### src/hdl/cis_pkg.sv
// Constants, register map and carrier types of the combined interrupt
// and sync status block.
// Assumes a 32-bit AXI4-Lite register bus with word-aligned registers.
`default_nettype none

package cis_pkg;

  // Register bus widths
  localparam int CIS_ADDR_W = 8;
  localparam int CIS_DATA_W = 32;
  localparam int CIS_REG_W = 16;

  // Register byte addresses, one aligned word each
  localparam logic [7:0] CIS_ADDR_COMBINED = 8'h00;
  localparam logic [7:0] CIS_ADDR_COUNTS = 8'h04;
  localparam logic [7:0] CIS_ADDR_BASE = 8'h08;
  localparam logic [7:0] CIS_ADDR_LOCK = 8'h0C;
  localparam logic [7:0] CIS_ADDR_EV_STATUS = 8'h10;
  localparam logic [7:0] CIS_ADDR_EV_MASK = 8'h14;

  // Combined flag register bit positions
  localparam int CIS_BIT_MODULE = 7;
  localparam int CIS_BIT_PROTO = 6;
  localparam int CIS_BIT_HOST_IF = 5;
  localparam int CIS_BIT_WAKEUP = 4;
  localparam int CIS_BIT_FIFO_B = 3;
  localparam int CIS_BIT_FIFO_A = 2;
  localparam int CIS_BIT_RX_BUF = 1;
  localparam int CIS_BIT_TX_BUF = 0;

  // Lock control register bit positions
  localparam int CIS_BIT_EVEN_TRIG = 15;
  localparam int CIS_BIT_ODD_TRIG = 14;
  localparam int CIS_BIT_EVEN_LOCKED = 7;
  localparam int CIS_BIT_ODD_LOCKED = 6;

  // Table base offset alignment bit, always zero
  localparam int CIS_BIT_BASE_ALIGN = 0;

  // Event status and mask layout
  localparam int CIS_EV_W = 3;
  localparam int CIS_EV_UPDATED = 0;
  localparam int CIS_EV_SKIPPED = 1;
  localparam int CIS_EV_MODULE = 2;

  // Reset values
  localparam logic [15:0] CIS_RST_REG = 16'h0000;
  localparam logic [2:0] CIS_RST_EV = 3'h0;
  localparam logic [7:0] CIS_RST_ADDR = 8'h00;
  localparam logic [7:0] CIS_RST_COMB = 8'h00;
  localparam logic [1:0] CIS_RST_STRB = 2'h0;

  // Bus responses
  localparam logic [1:0] CIS_RESP_OKAY = 2'h0;
  localparam logic [1:0] CIS_RESP_SLVERR = 2'h2;

  // Sync frame counts, packed in register order (b_even at 15..12)
  typedef struct packed {
    logic [3:0] b_even;
    logic [3:0] a_even;
    logic [3:0] b_odd;
    logic [3:0] a_odd;
  } cis_sync_counts_t;

  // Global flags that are mirrored into the combined register
  typedef struct packed {
    logic wakeup;
    logic fifo_b_ne;
    logic fifo_a_ne;
  } cis_global_flags_t;

  // Whole state of the block
  typedef struct packed {
    logic aw_have;
    logic [7:0] awaddr;
    logic w_have;
    logic [15:0] wdata;
    logic [1:0] wstrb;
    logic bvalid;
    logic [1:0] bresp;
    logic rvalid;
    logic [15:0] rdata;
    logic [1:0] rresp;
    cis_sync_counts_t counts;
    logic [15:0] base;
    logic even_lock;
    logic odd_lock;
    logic even_snap;
    logic odd_snap;
    logic [2:0] ev_status;
    logic [2:0] ev_mask;
    logic mif_prev;
    logic [7:0] comb;
  } cis_state_t;

endpackage : cis_pkg

`default_nettype wire

### src/hdl/cis_top.sv
// Combined interrupt flags, sync frame counts and sync table base offset,
// with an AXI4-Lite register slave and a masked event interrupt.
// Assumes all flag and protocol inputs come from logic on CLK.
//
// The AXI4-Lite interface to the registers and the register addresses were decided locally.
`timescale 1ns/1ps
`default_nettype none

module cis_top
  import cis_pkg::*;
#(
  parameter int NUM_BUFFERS = 16,
  parameter int PROTO_W = 16,
  parameter int HOST_IF_W = 16,
  parameter int OTHER_W = 8
) (
  input wire logic CLK,
  input wire logic RSTN,
  // AXI4-Lite write address
  input wire logic S_AXI_AWVALID,
  output logic S_AXI_AWREADY,
  input wire logic [CIS_ADDR_W-1:0] S_AXI_AWADDR,
  input wire logic [2:0] S_AXI_AWPROT,
  // AXI4-Lite write data
  input wire logic S_AXI_WVALID,
  output logic S_AXI_WREADY,
  input wire logic [CIS_DATA_W-1:0] S_AXI_WDATA,
  input wire logic [3:0] S_AXI_WSTRB,
  // AXI4-Lite write response
  output logic S_AXI_BVALID,
  input wire logic S_AXI_BREADY,
  output logic [1:0] S_AXI_BRESP,
  // AXI4-Lite read address
  input wire logic S_AXI_ARVALID,
  output logic S_AXI_ARREADY,
  input wire logic [CIS_ADDR_W-1:0] S_AXI_ARADDR,
  input wire logic [2:0] S_AXI_ARPROT,
  // AXI4-Lite read data
  output logic S_AXI_RVALID,
  input wire logic S_AXI_RREADY,
  output logic [CIS_DATA_W-1:0] S_AXI_RDATA,
  output logic [1:0] S_AXI_RRESP,
  // Individual flag sources
  input wire logic [PROTO_W-1:0] PROTO_FLAGS_0,
  input wire logic [PROTO_W-1:0] PROTO_FLAGS_1,
  input wire logic [HOST_IF_W-1:0] HOST_IF_ERR_FLAGS,
  input wire cis_global_flags_t GLOBAL_FLAGS,
  input wire logic [NUM_BUFFERS-1:0] BUFFER_IRQ_FLAGS,
  input wire logic [NUM_BUFFERS-1:0] BUFFER_DIRECTION,
  input wire logic [OTHER_W-1:0] OTHER_IRQ_FLAGS,
  // Clock synchronisation engine
  input wire logic CYCLE_ODD,
  input wire logic STATIC_END,
  input wire logic SYNC_UPDATE,
  input wire cis_sync_counts_t SYNC_COUNTS,
  // Status towards the rest of the controller
  output logic [7:0] COMBINED_FLAGS,
  output logic [CIS_REG_W-1:0] TABLE_BASE,
  output logic EVEN_LOCKED,
  output logic ODD_LOCKED,
  output logic IRQ
);

  cis_state_t st_q; // Registered state
  cis_state_t st_d; // Next state

  // Combinational flag terms
  logic proto_any; // Any protocol flag
  logic host_if_any; // Any host interface error flag
  logic rx_any; // Any receive buffer flag
  logic tx_any; // Any transmit buffer flag
  logic module_any; // Any source at all
  logic [7:0] comb_now; // Combined register value this cycle

  // Bus handshake terms
  logic aw_take; // Write address taken this edge
  logic w_take; // Write data taken this edge
  logic ar_take; // Read address taken this edge
  logic wr_fire; // Write performed this edge
  logic [7:0] rd_word; // Aligned read address
  logic [7:0] wr_word; // Aligned write address

  // Protocol event terms
  logic even_upd; // Even fields are written
  logic odd_upd; // Odd fields are written
  logic skipped; // Update held back by a lock

  // Merge a 16-bit write under its two byte lanes
  function automatic logic [15:0] cis_merge(
    input logic [15:0] old_v,
    input logic [15:0] new_v,
    input logic [1:0] strb
  );
    logic [15:0] res;
    res = old_v;
    if (strb[0]) begin
      res[7:0] = new_v[7:0];
    end
    if (strb[1]) begin
      res[15:8] = new_v[15:8];
    end
    return res;
  endfunction : cis_merge

  // Flag combination, recomputed from the live inputs every clock
  always_comb begin
    // Enable bits never enter here: pure ORs of flags
    proto_any = (|PROTO_FLAGS_0) | (|PROTO_FLAGS_1);
    host_if_any = |HOST_IF_ERR_FLAGS;
    rx_any = |(BUFFER_IRQ_FLAGS & ~BUFFER_DIRECTION);
    tx_any = |(BUFFER_IRQ_FLAGS & BUFFER_DIRECTION);
    module_any = proto_any | host_if_any | rx_any | tx_any
               | GLOBAL_FLAGS.wakeup | GLOBAL_FLAGS.fifo_b_ne
               | GLOBAL_FLAGS.fifo_a_ne | (|OTHER_IRQ_FLAGS);
    comb_now = CIS_RST_COMB;
    comb_now[CIS_BIT_MODULE] = module_any;
    comb_now[CIS_BIT_PROTO] = proto_any;
    comb_now[CIS_BIT_HOST_IF] = host_if_any;
    comb_now[CIS_BIT_WAKEUP] = GLOBAL_FLAGS.wakeup;
    comb_now[CIS_BIT_FIFO_B] = GLOBAL_FLAGS.fifo_b_ne;
    comb_now[CIS_BIT_FIFO_A] = GLOBAL_FLAGS.fifo_a_ne;
    comb_now[CIS_BIT_RX_BUF] = rx_any;
    comb_now[CIS_BIT_TX_BUF] = tx_any;
  end

  // Handshake terms of the register slave
  always_comb begin
    // Each channel is accepted once, no new one while a response waits
    aw_take = S_AXI_AWVALID && !st_q.aw_have && !st_q.bvalid;
    w_take = S_AXI_WVALID && !st_q.w_have && !st_q.bvalid;
    ar_take = S_AXI_ARVALID && !st_q.rvalid;
    wr_fire = st_q.aw_have && st_q.w_have && !st_q.bvalid;
    // Low address bits are ignored, every register is one word
    rd_word = {S_AXI_ARADDR[7:2], 2'h0};
    wr_word = {st_q.awaddr[7:2], 2'h0};
  end

  // Update gating by the locks caught at the end of the static segment
  always_comb begin
    even_upd = SYNC_UPDATE && !CYCLE_ODD && !st_q.even_snap;
    odd_upd = SYNC_UPDATE && CYCLE_ODD && !st_q.odd_snap;
    // An update that neither parity may take is reported as skipped
    skipped = SYNC_UPDATE && !even_upd && !odd_upd;
  end

  // Next state
  always_comb begin
    st_d = st_q;
    // Combined flags follow the sources every cycle
    st_d.comb = comb_now;
    st_d.mif_prev = module_any;

    // Capture write address and data in either order
    if (aw_take) begin
      st_d.aw_have = 1'b1;
      st_d.awaddr = S_AXI_AWADDR;
    end
    if (w_take) begin
      // Upper data half and upper strobes carry nothing here
      st_d.w_have = 1'b1;
      st_d.wdata = S_AXI_WDATA[15:0];
      st_d.wstrb = S_AXI_WSTRB[1:0];
    end

    // Lock snapshot at the end of each static segment
    // A toggle in mid-cycle only counts at the next segment end
    if (STATIC_END) begin
      if (CYCLE_ODD) begin
        st_d.odd_snap = st_q.odd_lock;
      end else begin
        st_d.even_snap = st_q.even_lock;
      end
    end

    // Count update in the idle time, on the edge after the pulse
    // Only the two fields of the running parity move
    if (even_upd) begin
      st_d.counts.b_even = SYNC_COUNTS.b_even;
      st_d.counts.a_even = SYNC_COUNTS.a_even;
    end
    if (odd_upd) begin
      st_d.counts.b_odd = SYNC_COUNTS.b_odd;
      st_d.counts.a_odd = SYNC_COUNTS.a_odd;
    end

    // Register write once both halves are held
    if (wr_fire) begin
      st_d.aw_have = 1'b0;
      st_d.w_have = 1'b0;
      st_d.bvalid = 1'b1;
      st_d.bresp = CIS_RESP_OKAY;
      if (wr_word == CIS_ADDR_BASE) begin
        // Bit 0 is forced low for a 16-bit aligned table
        st_d.base = cis_merge(st_q.base, st_q.wdata, st_q.wstrb);
        st_d.base[CIS_BIT_BASE_ALIGN] = 1'b0;
      end else if (wr_word == CIS_ADDR_LOCK) begin
        // Triggers toggle the lock, a zero does nothing
        if (st_q.wstrb[1] && st_q.wdata[CIS_BIT_EVEN_TRIG]) begin
          st_d.even_lock = !st_q.even_lock;
        end
        if (st_q.wstrb[1] && st_q.wdata[CIS_BIT_ODD_TRIG]) begin
          st_d.odd_lock = !st_q.odd_lock;
        end
      end else if (wr_word == CIS_ADDR_EV_STATUS) begin
        // Write one to clear, a set in this cycle still wins below
        if (st_q.wstrb[0]) begin
          st_d.ev_status = st_q.ev_status & ~st_q.wdata[CIS_EV_W-1:0];
        end
      end else if (wr_word == CIS_ADDR_EV_MASK) begin
        // Enables of the interrupt output, one per event
        if (st_q.wstrb[0]) begin
          st_d.ev_mask = st_q.wdata[CIS_EV_W-1:0];
        end
      end else if (wr_word == CIS_ADDR_COMBINED
                   || wr_word == CIS_ADDR_COUNTS) begin
        // Read-only: copies are never a clearing path
        st_d.bresp = CIS_RESP_OKAY;
      end else begin
        // Unmapped
        st_d.bresp = CIS_RESP_SLVERR;
      end
    end

    // Events win over a clear in the same cycle
    // Counts taken for either parity
    if (even_upd || odd_upd) begin
      st_d.ev_status[CIS_EV_UPDATED] = 1'b1;
    end
    // Update refused by a held lock
    if (skipped) begin
      st_d.ev_status[CIS_EV_SKIPPED] = 1'b1;
    end
    // Rising edge of the module flag only
    if (module_any && !st_q.mif_prev) begin
      st_d.ev_status[CIS_EV_MODULE] = 1'b1;
    end

    // Write response retires on its handshake
    if (st_q.bvalid && S_AXI_BREADY) begin
      st_d.bvalid = 1'b0;
    end

    // Read data retires on its handshake
    if (st_q.rvalid && S_AXI_RREADY) begin
      st_d.rvalid = 1'b0;
    end

    // Read: sample the addressed register at the taking edge
    if (ar_take) begin
      st_d.rvalid = 1'b1;
      st_d.rresp = CIS_RESP_OKAY;
      st_d.rdata = CIS_RST_REG;
      if (rd_word == CIS_ADDR_COMBINED) begin
        // Live flags, not the lagging port copy
        st_d.rdata[CIS_BIT_MODULE:0] = comb_now;
      end else if (rd_word == CIS_ADDR_COUNTS) begin
        // Four fields in register order
        st_d.rdata = st_q.counts;
      end else if (rd_word == CIS_ADDR_BASE) begin
        // Offset with its alignment bit always low
        st_d.rdata = st_q.base;
      end else if (rd_word == CIS_ADDR_LOCK) begin
        // Triggers read as zero, lock states in the low byte
        st_d.rdata[CIS_BIT_EVEN_LOCKED] = st_q.even_lock;
        st_d.rdata[CIS_BIT_ODD_LOCKED] = st_q.odd_lock;
      end else if (rd_word == CIS_ADDR_EV_STATUS) begin
        // Pending events
        st_d.rdata[CIS_EV_W-1:0] = st_q.ev_status;
      end else if (rd_word == CIS_ADDR_EV_MASK) begin
        // Event enables
        st_d.rdata[CIS_EV_W-1:0] = st_q.ev_mask;
      end else begin
        // Unmapped reads return zero with an error
        st_d.rresp = CIS_RESP_SLVERR;
      end
    end
  end

  // State register
  always_ff @(posedge CLK or negedge RSTN) begin
    if (!RSTN) begin
      // Idle bus, empty registers, both locks open
      st_q.aw_have <= 1'b0;
      st_q.awaddr <= CIS_RST_ADDR;
      st_q.w_have <= 1'b0;
      st_q.wdata <= CIS_RST_REG;
      st_q.wstrb <= CIS_RST_STRB;
      st_q.bvalid <= 1'b0;
      st_q.bresp <= CIS_RESP_OKAY;
      st_q.rvalid <= 1'b0;
      st_q.rdata <= CIS_RST_REG;
      st_q.rresp <= CIS_RESP_OKAY;
      st_q.counts <= CIS_RST_REG;
      st_q.base <= CIS_RST_REG;
      st_q.even_lock <= 1'b0;
      st_q.odd_lock <= 1'b0;
      st_q.even_snap <= 1'b0;
      st_q.odd_snap <= 1'b0;
      st_q.ev_status <= CIS_RST_EV;
      st_q.ev_mask <= CIS_RST_EV;
      st_q.mif_prev <= 1'b0;
      st_q.comb <= CIS_RST_COMB;
    end else begin
      // Whole state moves on every clock
      st_q <= st_d;
    end
  end

  // Port drive
  always_comb begin
    // Readies drop while a channel is held or an answer waits
    S_AXI_AWREADY = !st_q.aw_have && !st_q.bvalid;
    S_AXI_WREADY = !st_q.w_have && !st_q.bvalid;
    S_AXI_BVALID = st_q.bvalid;
    S_AXI_BRESP = st_q.bresp;
    S_AXI_ARREADY = !st_q.rvalid;
    S_AXI_RVALID = st_q.rvalid;
    // Upper half of the read word is always zero
    S_AXI_RDATA = {16'h0000, st_q.rdata};
    S_AXI_RRESP = st_q.rresp;
    // Status towards the rest of the controller
    COMBINED_FLAGS = st_q.comb;
    TABLE_BASE = st_q.base;
    EVEN_LOCKED = st_q.even_lock;
    ODD_LOCKED = st_q.odd_lock;
    // Level interrupt while any unmasked event is pending
    IRQ = |(st_q.ev_status & st_q.ev_mask);
  end

endmodule : cis_top

`default_nettype wire

### config.mk
export PLATFORM = sky130hd
export DESIGN_NAME = cis_top
export DESIGN_NICKNAME = d
export VERILOG_FILES = /design/src/hdl/cis_pkg.sv /design/src/hdl/cis_top.sv
export SDC_FILE = /design/constraint.sdc
export NUM_CORES = 1
export LEC_CHECK = 0
export ABC_AREA = 1
export CORE_ASPECT_RATIO = 0.75
export CORE_MARGIN = 10
export CORE_UTILIZATION = 60
export DETAILED_ROUTE_END_ITERATION = 8
export DONT_BUFFER_PORTS = 1
export PLACE_DENSITY_LB_ADDON = 0.2
export SYNTH_ARGS = -nofsm -noshare
export SYNTH_HDL_FRONTEND = slang
export SYNTH_SLANG_ARGS = --single-unit
### constraint.sdc
create_clock -name CLK -period 2.75 [get_ports CLK]
set_clock_uncertainty 0.1 [all_clocks]
set_input_delay 0.55 -clock CLK [delete_from_list [all_inputs] [get_ports CLK]]
set_output_delay 0.55 -clock CLK [all_outputs]
set_load 0.02 [all_outputs]
==> metrics.txt, run 1 <==
crit-path max cell delay=0.52 ns; WP data arrival=approximately 2.3 ns; worst skew pair latency=between 0.3 and 0.4 ns; initial DRC count=around 270; share of layout cells above drive strength 1=between 10% and 20%; worst hold margin=-0.230 ns; # Post-CTS Setup Buffers=0; worst hold path type=input port to asynchronous set/reset pin; critical-path maximum fanout=19; port bufs=0; Finish-stage setup viols=0; max-cap viol count=0; status=finished, violations left; CP required=2.91 ns; Final HPWL DP=roughly 11000 microns; Post-synth top cells=125 x nand2_1, 95 x dfrtp_1, 80 x nor2_1, 62 x inv_1, 61 x buf_4; crit path time final=between 2 and 2.5 ns; synthesized instance count=~590; power per cell area=slightly below 800 nW/um^2; Synth Area per Inst=~8.4 sq um; Tightest Pin Transition=0.590 ns; vias post-DR=roughly 3600; DRT Wirelength=12900 microns; first-pass GRT wire length=19900 microns; Setup CP Type=flip-flop to flip-flop; Tot Pwr=between 3 and 4 mW; Crit. End Element=flip-flop; mux contribution to synthesized area=5.67%; nets=730; # IOs=243; vias in the first global route=about 3600; htree depth=3; CTS Root Cell=clkbuf_8; Synth async-reset ratio=between 90% and 100%; initial antenna violation count=0; peak supply drop=0.706 mV; Fillers=723; share of the synthesized area in the top cell type=between 40% and 50%; CTS tree=yes; setup TNS=0 ns; Post-synth EDFFs=0; GRT overflow=0; Seq/Total Area, Yosys=47.9%; Die X-Extent=~130 microns; Leak Pwr=approximately 2.3 nW; Yosys reg bits=95; number of CTS-inserted buffers=9; Total GRT Usage=between 20% and 30%; drt first pass iters=4; Hold Violations, Final=95; maximum number of pins on one net before global-route repair=96; CP Cell Sequence=nor2_1, nand2_1, buf_4, nor2_1, a21oi_1; Synth cell types=35; Primary FF master, synth=dfrtp_1; P&R area growth vs syn=-2.37%; diode count=0; synth top area cells=dfrtp_1 48%, nand2_1 9.5%, buf_4 9.2%; Vias/cell=5.45; FF+latch area=around 2400 sq um; Critical Path Most Common Cell=nor2_1; WP buf/inv=1; fmax=between 400 and 500 MHz; die area=between 10000 and 15000 sq um; Initial Util=62.1%; top-count cell post-synth=nand2_1; Relative slew margins=60.5%; Worst Setup Start Kind=flip-flop; Final ANT Viol Nets=0; Ys Warns=0; unrepaired setup endpoints after global routing=no; main combinational cell family by area after synthesis=simple AND/OR/NAND/NOR gates; Post-Syn Area=approximately 5000 sq um; Synth area leader=dfrtp_1; Adder-Cell Fraction of Synth Area=0%; Crit-path slowest cell=dfrtp_1; Reg clk slew, reported paths=~0.080 ns; buffers from clock root to sink, at most=2; area of the multi-input gates=between 1500 and 2000 sq um; Synth Area in XOR/XNOR=less than 1%; Avg WL per Cell=19.4 microns; # rows=28; drt drc=0; compound-cell area share of the yosys netlist=11.0%; Synth Area in Simple Gates=between 10% and 20%; failing checks=negative hold slack; # clock sinks=95; fin. max-slew vios=0; period utilisation layout=approximately 76%; Placer Congestion=approximately 0.84; Die H=between 90 and 100 microns; Post-CTS Resized=0; CP delay by family, top=simple AND/OR/NAND/NOR gates; Core ar.=7990 sq um
-- power by group --
group | total (mW) | leakage, nW | switching (mW) | internal, mW
registers | 2.16 | 1.15 | 0.376 | 1.78
clock network | 0.823 | 0.0854 | 0.454 | 0.368
logic | 0.855 | 1.05 | 0.523 | 0.332
-- state kept, by name, indices dropped and copies added (netlist names) --
register and count:
S_AXI_BVALID 1, st_q 50, COMBINED_FLAGS 8, ODD_LOCKED 1
S_AXI_RVALID 1, S_AXI_RDATA 16, TABLE_BASE 15, S_AXI_RRESP 1
EVEN_LOCKED 1, S_AXI_BRESP 1
-- final timing paths --
kind / start / to / slack (ns) / depth (start not counted)
max: S_AXI_BVALID / st_q[83] / 0.65 / 5
min: RSTN / S_AXI_RDATA[13] / -0.23 / 0
max reg2reg: S_AXI_BVALID / st_q[83] / 0.65 / 5
min reg2reg: st_q[79] / TABLE_BASE[4] / 0.38 / 2
max in group asynchronous: RSTN / TABLE_BASE[2] / 2.65 / 0
min in group CLK: GLOBAL_FLAGS[1] / COMBINED_FLAGS[3] / 0.11 / 0
-- layout make-up --
type | count | area share, %
clock buffers | 13 | 3.28
repair buffers | 2 | 0.310
flip-flops and latches | 95 | 49.1
clock inverters | 1 | 0.103
well taps | 105 | 2.71
multi-input cells | 380 | 39.3
inverters | 67 | 5.19
-- logic make-up after synthesis --
kind of cell,count (synthesis)
DFF,95
and+or+nand+nor,233
xor gates and xnor gates,2
muxes,25
other,1
AOI/OAI and AO/OA,101
buffers and inverters,135
-- cells in the final DEF (no fill, tap or decap), types with 3 or more instances in the layout --
cell	count
inv_2	5
dfrtp_1	95
inv_1	62
nor2_1	80
o21ai_2	3
nand4_1	3
o211ai_1	5
mux2_2	25
nand2_1	125
nand3_1	8
a21oi_1	36
clkbuf_8	11
nand2_2	3
o21ai_0	48
conb_1	19
-- metrics by stage --
stage / area [sq um] / util, % / worst slack (ns) / cells
2_1_floorplan: 5030 / - / 1.00 / 610
3_3_place_gp: 4680 / 58.6 / 0.662 / 649
3_5_place_dp: 4680 / 58.6 / 0.649 / 649
4_1_cts: 4840 / 60.7 / 0.632 / 663
5_1_grt: 4840 / 60.7 / 0.496 / 663
6_report: 4840 / 60.7 / 0.652 / 663
-- metal layers --
metal / track usage (%) / up-vias / share of wire [%]
li1: - / 1725 / -
met3: 8.99 / 15 / 11
met1: 23.5 / 1714 / 40
met5: 0 / - / 0
met2: 33.2 / 161 / 48
met4: 5.21 / 0 / 1.5
No activity file was read; power rests on OpenSTA's default activity.
==> inputs of run 2 (changes only) <==
--- a/config.mk
+++ b/config.mk
@@ -5,10 +5,10 @@
 export SDC_FILE = /design/constraint.sdc
 export NUM_CORES = 1
 export LEC_CHECK = 0
-export ABC_AREA = 1
+export ABC_AREA = 0
 export CORE_ASPECT_RATIO = 0.75
 export CORE_MARGIN = 10
-export CORE_UTILIZATION = 60
+export CORE_UTILIZATION = 57
 export DETAILED_ROUTE_END_ITERATION = 8
 export DONT_BUFFER_PORTS = 1
 export PLACE_DENSITY_LB_ADDON = 0.2
==> constraint.sdc (replaced) <==
create_clock -name CLK -period 1.7 [get_ports CLK]
set_clock_uncertainty 0.1 [all_clocks]
set_input_delay 0.34 -clock CLK [delete_from_list [all_inputs] [get_ports CLK]]
set_output_delay 0.34 -clock CLK [all_outputs]
set_load 0.02 [all_outputs]
==> run 2 against run 1 <==
Compared with the run above: the flow finishes with violations (negative hold slack, negative setup slack); first-iteration DRC count is 29% lower; critical path depth is 1 lower; sequential share of layout area is 2.4 points lower; critical endpoint is now st_q[11].
==> metrics.txt, run 2 <==
Leak Pwr=2.25 nW; failing checks=negative hold slack, negative setup slack; Avg WL per Cell=between 20 and 25 microns; Die X-Extent=~130 microns; setup TNS=-3.73 ns; global-route track usage on met3=about a tenth; P&R area growth vs syn=7.81%; top-count cell post-synth=dfrtp_1; initial DRC count=190; GRT overflow=0; vias in the first global route=approximately 3200; Crit. End Element=flip-flop; die area=roughly 12000 sq um; Synth area leader=dfrtp_1; Synth Area per Inst=11.1 sq um; worst setup margin=-0.260 ns; Post-Syn Area=approximately 4700 sq um; worst hold margin=-0.429 ns; CTS tree=yes; share of the synthesized area in the top cell type=between 50% and 60%; period utilisation layout=115%; Finish-stage setup viols=24; worst slack, placed=-0.334 ns; synthesized instance count=between 400 and 500; htree depth=3; Final HPWL DP=between 9000 and 10000 microns; maximum number of pins on one net before global-route repair=96; Vias/cell=5.76; Synth cell types=49; fin. max-slew vios=0; Seq/Total Area, Yosys=50.3%; Total GRT Usage=between 10% and 20%; synth top area cells=dfrtp_1 50%, mux2_2 13%, buf_4 9.7%; WP data arrival=roughly 2.1 ns; Critical Path Most Common Cell=or3_4; gr busiest metal=met2; Primary FF master, synth=dfrtp_1; Post-synth EDFFs=0; critical-path maximum fanout=3; fmax=~510 MHz; WP buf/inv=0; Util after Layout=63.8%; first-pass GRT wire length=19300 microns; CP required=1.84 ns; status=finished, violations left; Placer Congestion=0.810; DRT Wirelength=approximately 13000 microns; most common cell after layout, fill and taps aside=dfrtp_1; max-cap viol count=0; Die H=98.9 microns; Final ANT Viol Nets=0; # rows=28; # IOs=around 240; drt drc=0; most flop-heavy register=st_q; port bufs=0; drt first pass iters=4; Initial Util=roughly three fifths; Setup CP Type=flip-flop to flip-flop; met1 Use GR=between 20% and 30%; number of CTS-inserted buffers=9; Hold Violations, Final=95; crit path time final=between 1.5 and 2 ns; Ys Warns=0; peak supply drop=0.918 mV; Synth async-reset ratio=100%; CP delay by family, top=simple AND/OR/NAND/NOR gates; max FFs per register=50; CTS Root Cell=clkbuf_8; Post-synth top cells=95 x dfrtp_1, 61 x buf_4, 53 x mux2_2, 48 x nand2_1, 19 x o21ai_0; buffers from clock root to sink, at most=2; worst skew pair latency=roughly 0.36 ns; Worst Setup Start Kind=flip-flop; # clock sinks=95; worst hold path type=input port to asynchronous set/reset pin; initial antenna violation count=2; crit-path max cell delay=around 0.41 ns; Tot Pwr=6.87 mW; vias post-DR=slightly above 3000; most frequent cells in the layout=94 x dfrtp_1, 52 x mux2_2, 48 x nand2_1; nets=604; Yosys reg bits=95; share of layout cells above drive strength 1=26.3%; Reg clk slew, reported paths=0.09 ns; unrepaired setup endpoints after global routing=yes; Core ar.=7990 sq um; Crit-path slowest cell=or3_4; GR Util met2=around a third; power per cell area=approximately 1300 nW/um^2; CP Cell Sequence=or3_4, or3_4, nor3_4, mux2_2
-- run 2: changes by cell type after synthesis, moves of 14 or more --
cell / before / now
nand2_1: 125 / 48
nor2_1: 80 / 11
inv_1: 62 / 13
a21oi_1: 36 / 5
o21ai_0: 48 / 19
mux2_2: 25 / 53
nor2b_1: 0 / 14
nor4_1: 0 / 14
-- run 2: timing repair --
item / CTS / global route
hold endpoints to repair: 108 / 101
pin swaps: 3 / 6
resized for setup: 2 / 6
hold buffers: 13 / 6
buffers inserted: 5 / 1
setup endpoints to repair: 24 / 26
-- run 2: area by class of cell --
class | count | area [sq um]
Antenna cell | 1 | 2.50
Multi-Input combinational cell | 262 | 1910
Clock inverter | 3 | 42.5
Timing Repair Buffer | 47 | 425
Clock buffer | 13 | 149
Tap cell | 105 | 131
Sequential cell | 95 | 2380
Inverter | 14 | 52.6
Fill cell | 641 | 2890
-- run 2: layer usage --
layer  vias up  wire [microns]
met5         -              13
met4         2             142
met3        17            1410
met2       144            6360
met1      1516            4690
li1       1429               -
-- run 2: worst register-to-register path: cells and delay by family (launching register included) --
kind | cells | cell delay, ns
multiplexers | 1 | 0.36
flip-flops | 1 | 0.39
AND/OR/NAND/NOR | 3 | 1.00
-- run 2: per-stage QoR --
step / cell area (sq um) / std cells
2_1_floorplan: 4820 / 444
3_3_place_gp: 4620 / 498
3_5_place_dp: 4620 / 498
4_1_cts: 4990 / 532
5_1_grt: 5100 / 540
6_report: 5100 / 540
-- run 2: kinds of logic (layout without fill, tap and decap cells) --
| group | Yosys count | count (layout) | share of synthesized area (%) |
|---|---|---|---|
| muxes | 59 | 59 | 13.9 |
| other | 1 | 20 | 0.0793 |
| buffers and inverters | 87 | 77 | 12.3 |
| AOI/OAI and AO/OA | 63 | 63 | 9.50 |
| and+or+nand+nor | 119 | 119 | 13.5 |
| xor gates and xnor gates | 2 | 2 | 0.371 |
| DFF | 95 | 95 | 50.3 |
-- run 2: worst paths after layout --
kind                                start  slack [ns]             end  depth (start not counted)
max reg2reg                      st_q[97]       -0.26        st_q[11]                          4
min                                  RSTN       -0.43        st_q[39]                          0
min in group CLK           SYNC_COUNTS[8]        0.02        st_q[43]                          1
min reg2reg                      st_q[38]        0.39        st_q[38]                          2
max in group asynchronous            RSTN        1.76  S_AXI_RDATA[7]                          0
max                              st_q[97]       -0.26        st_q[11]                          4
-- run 2: where the power goes --
part / internal [mW] / leakage, nW / switching, mW
clock: 0.721 / 0.0936 / 0.754
combinational: 0.935 / 0.978 / 0.763
sequential: 2.92 / 1.18 / 0.770
total: 4.58 / 2.25 / 2.29
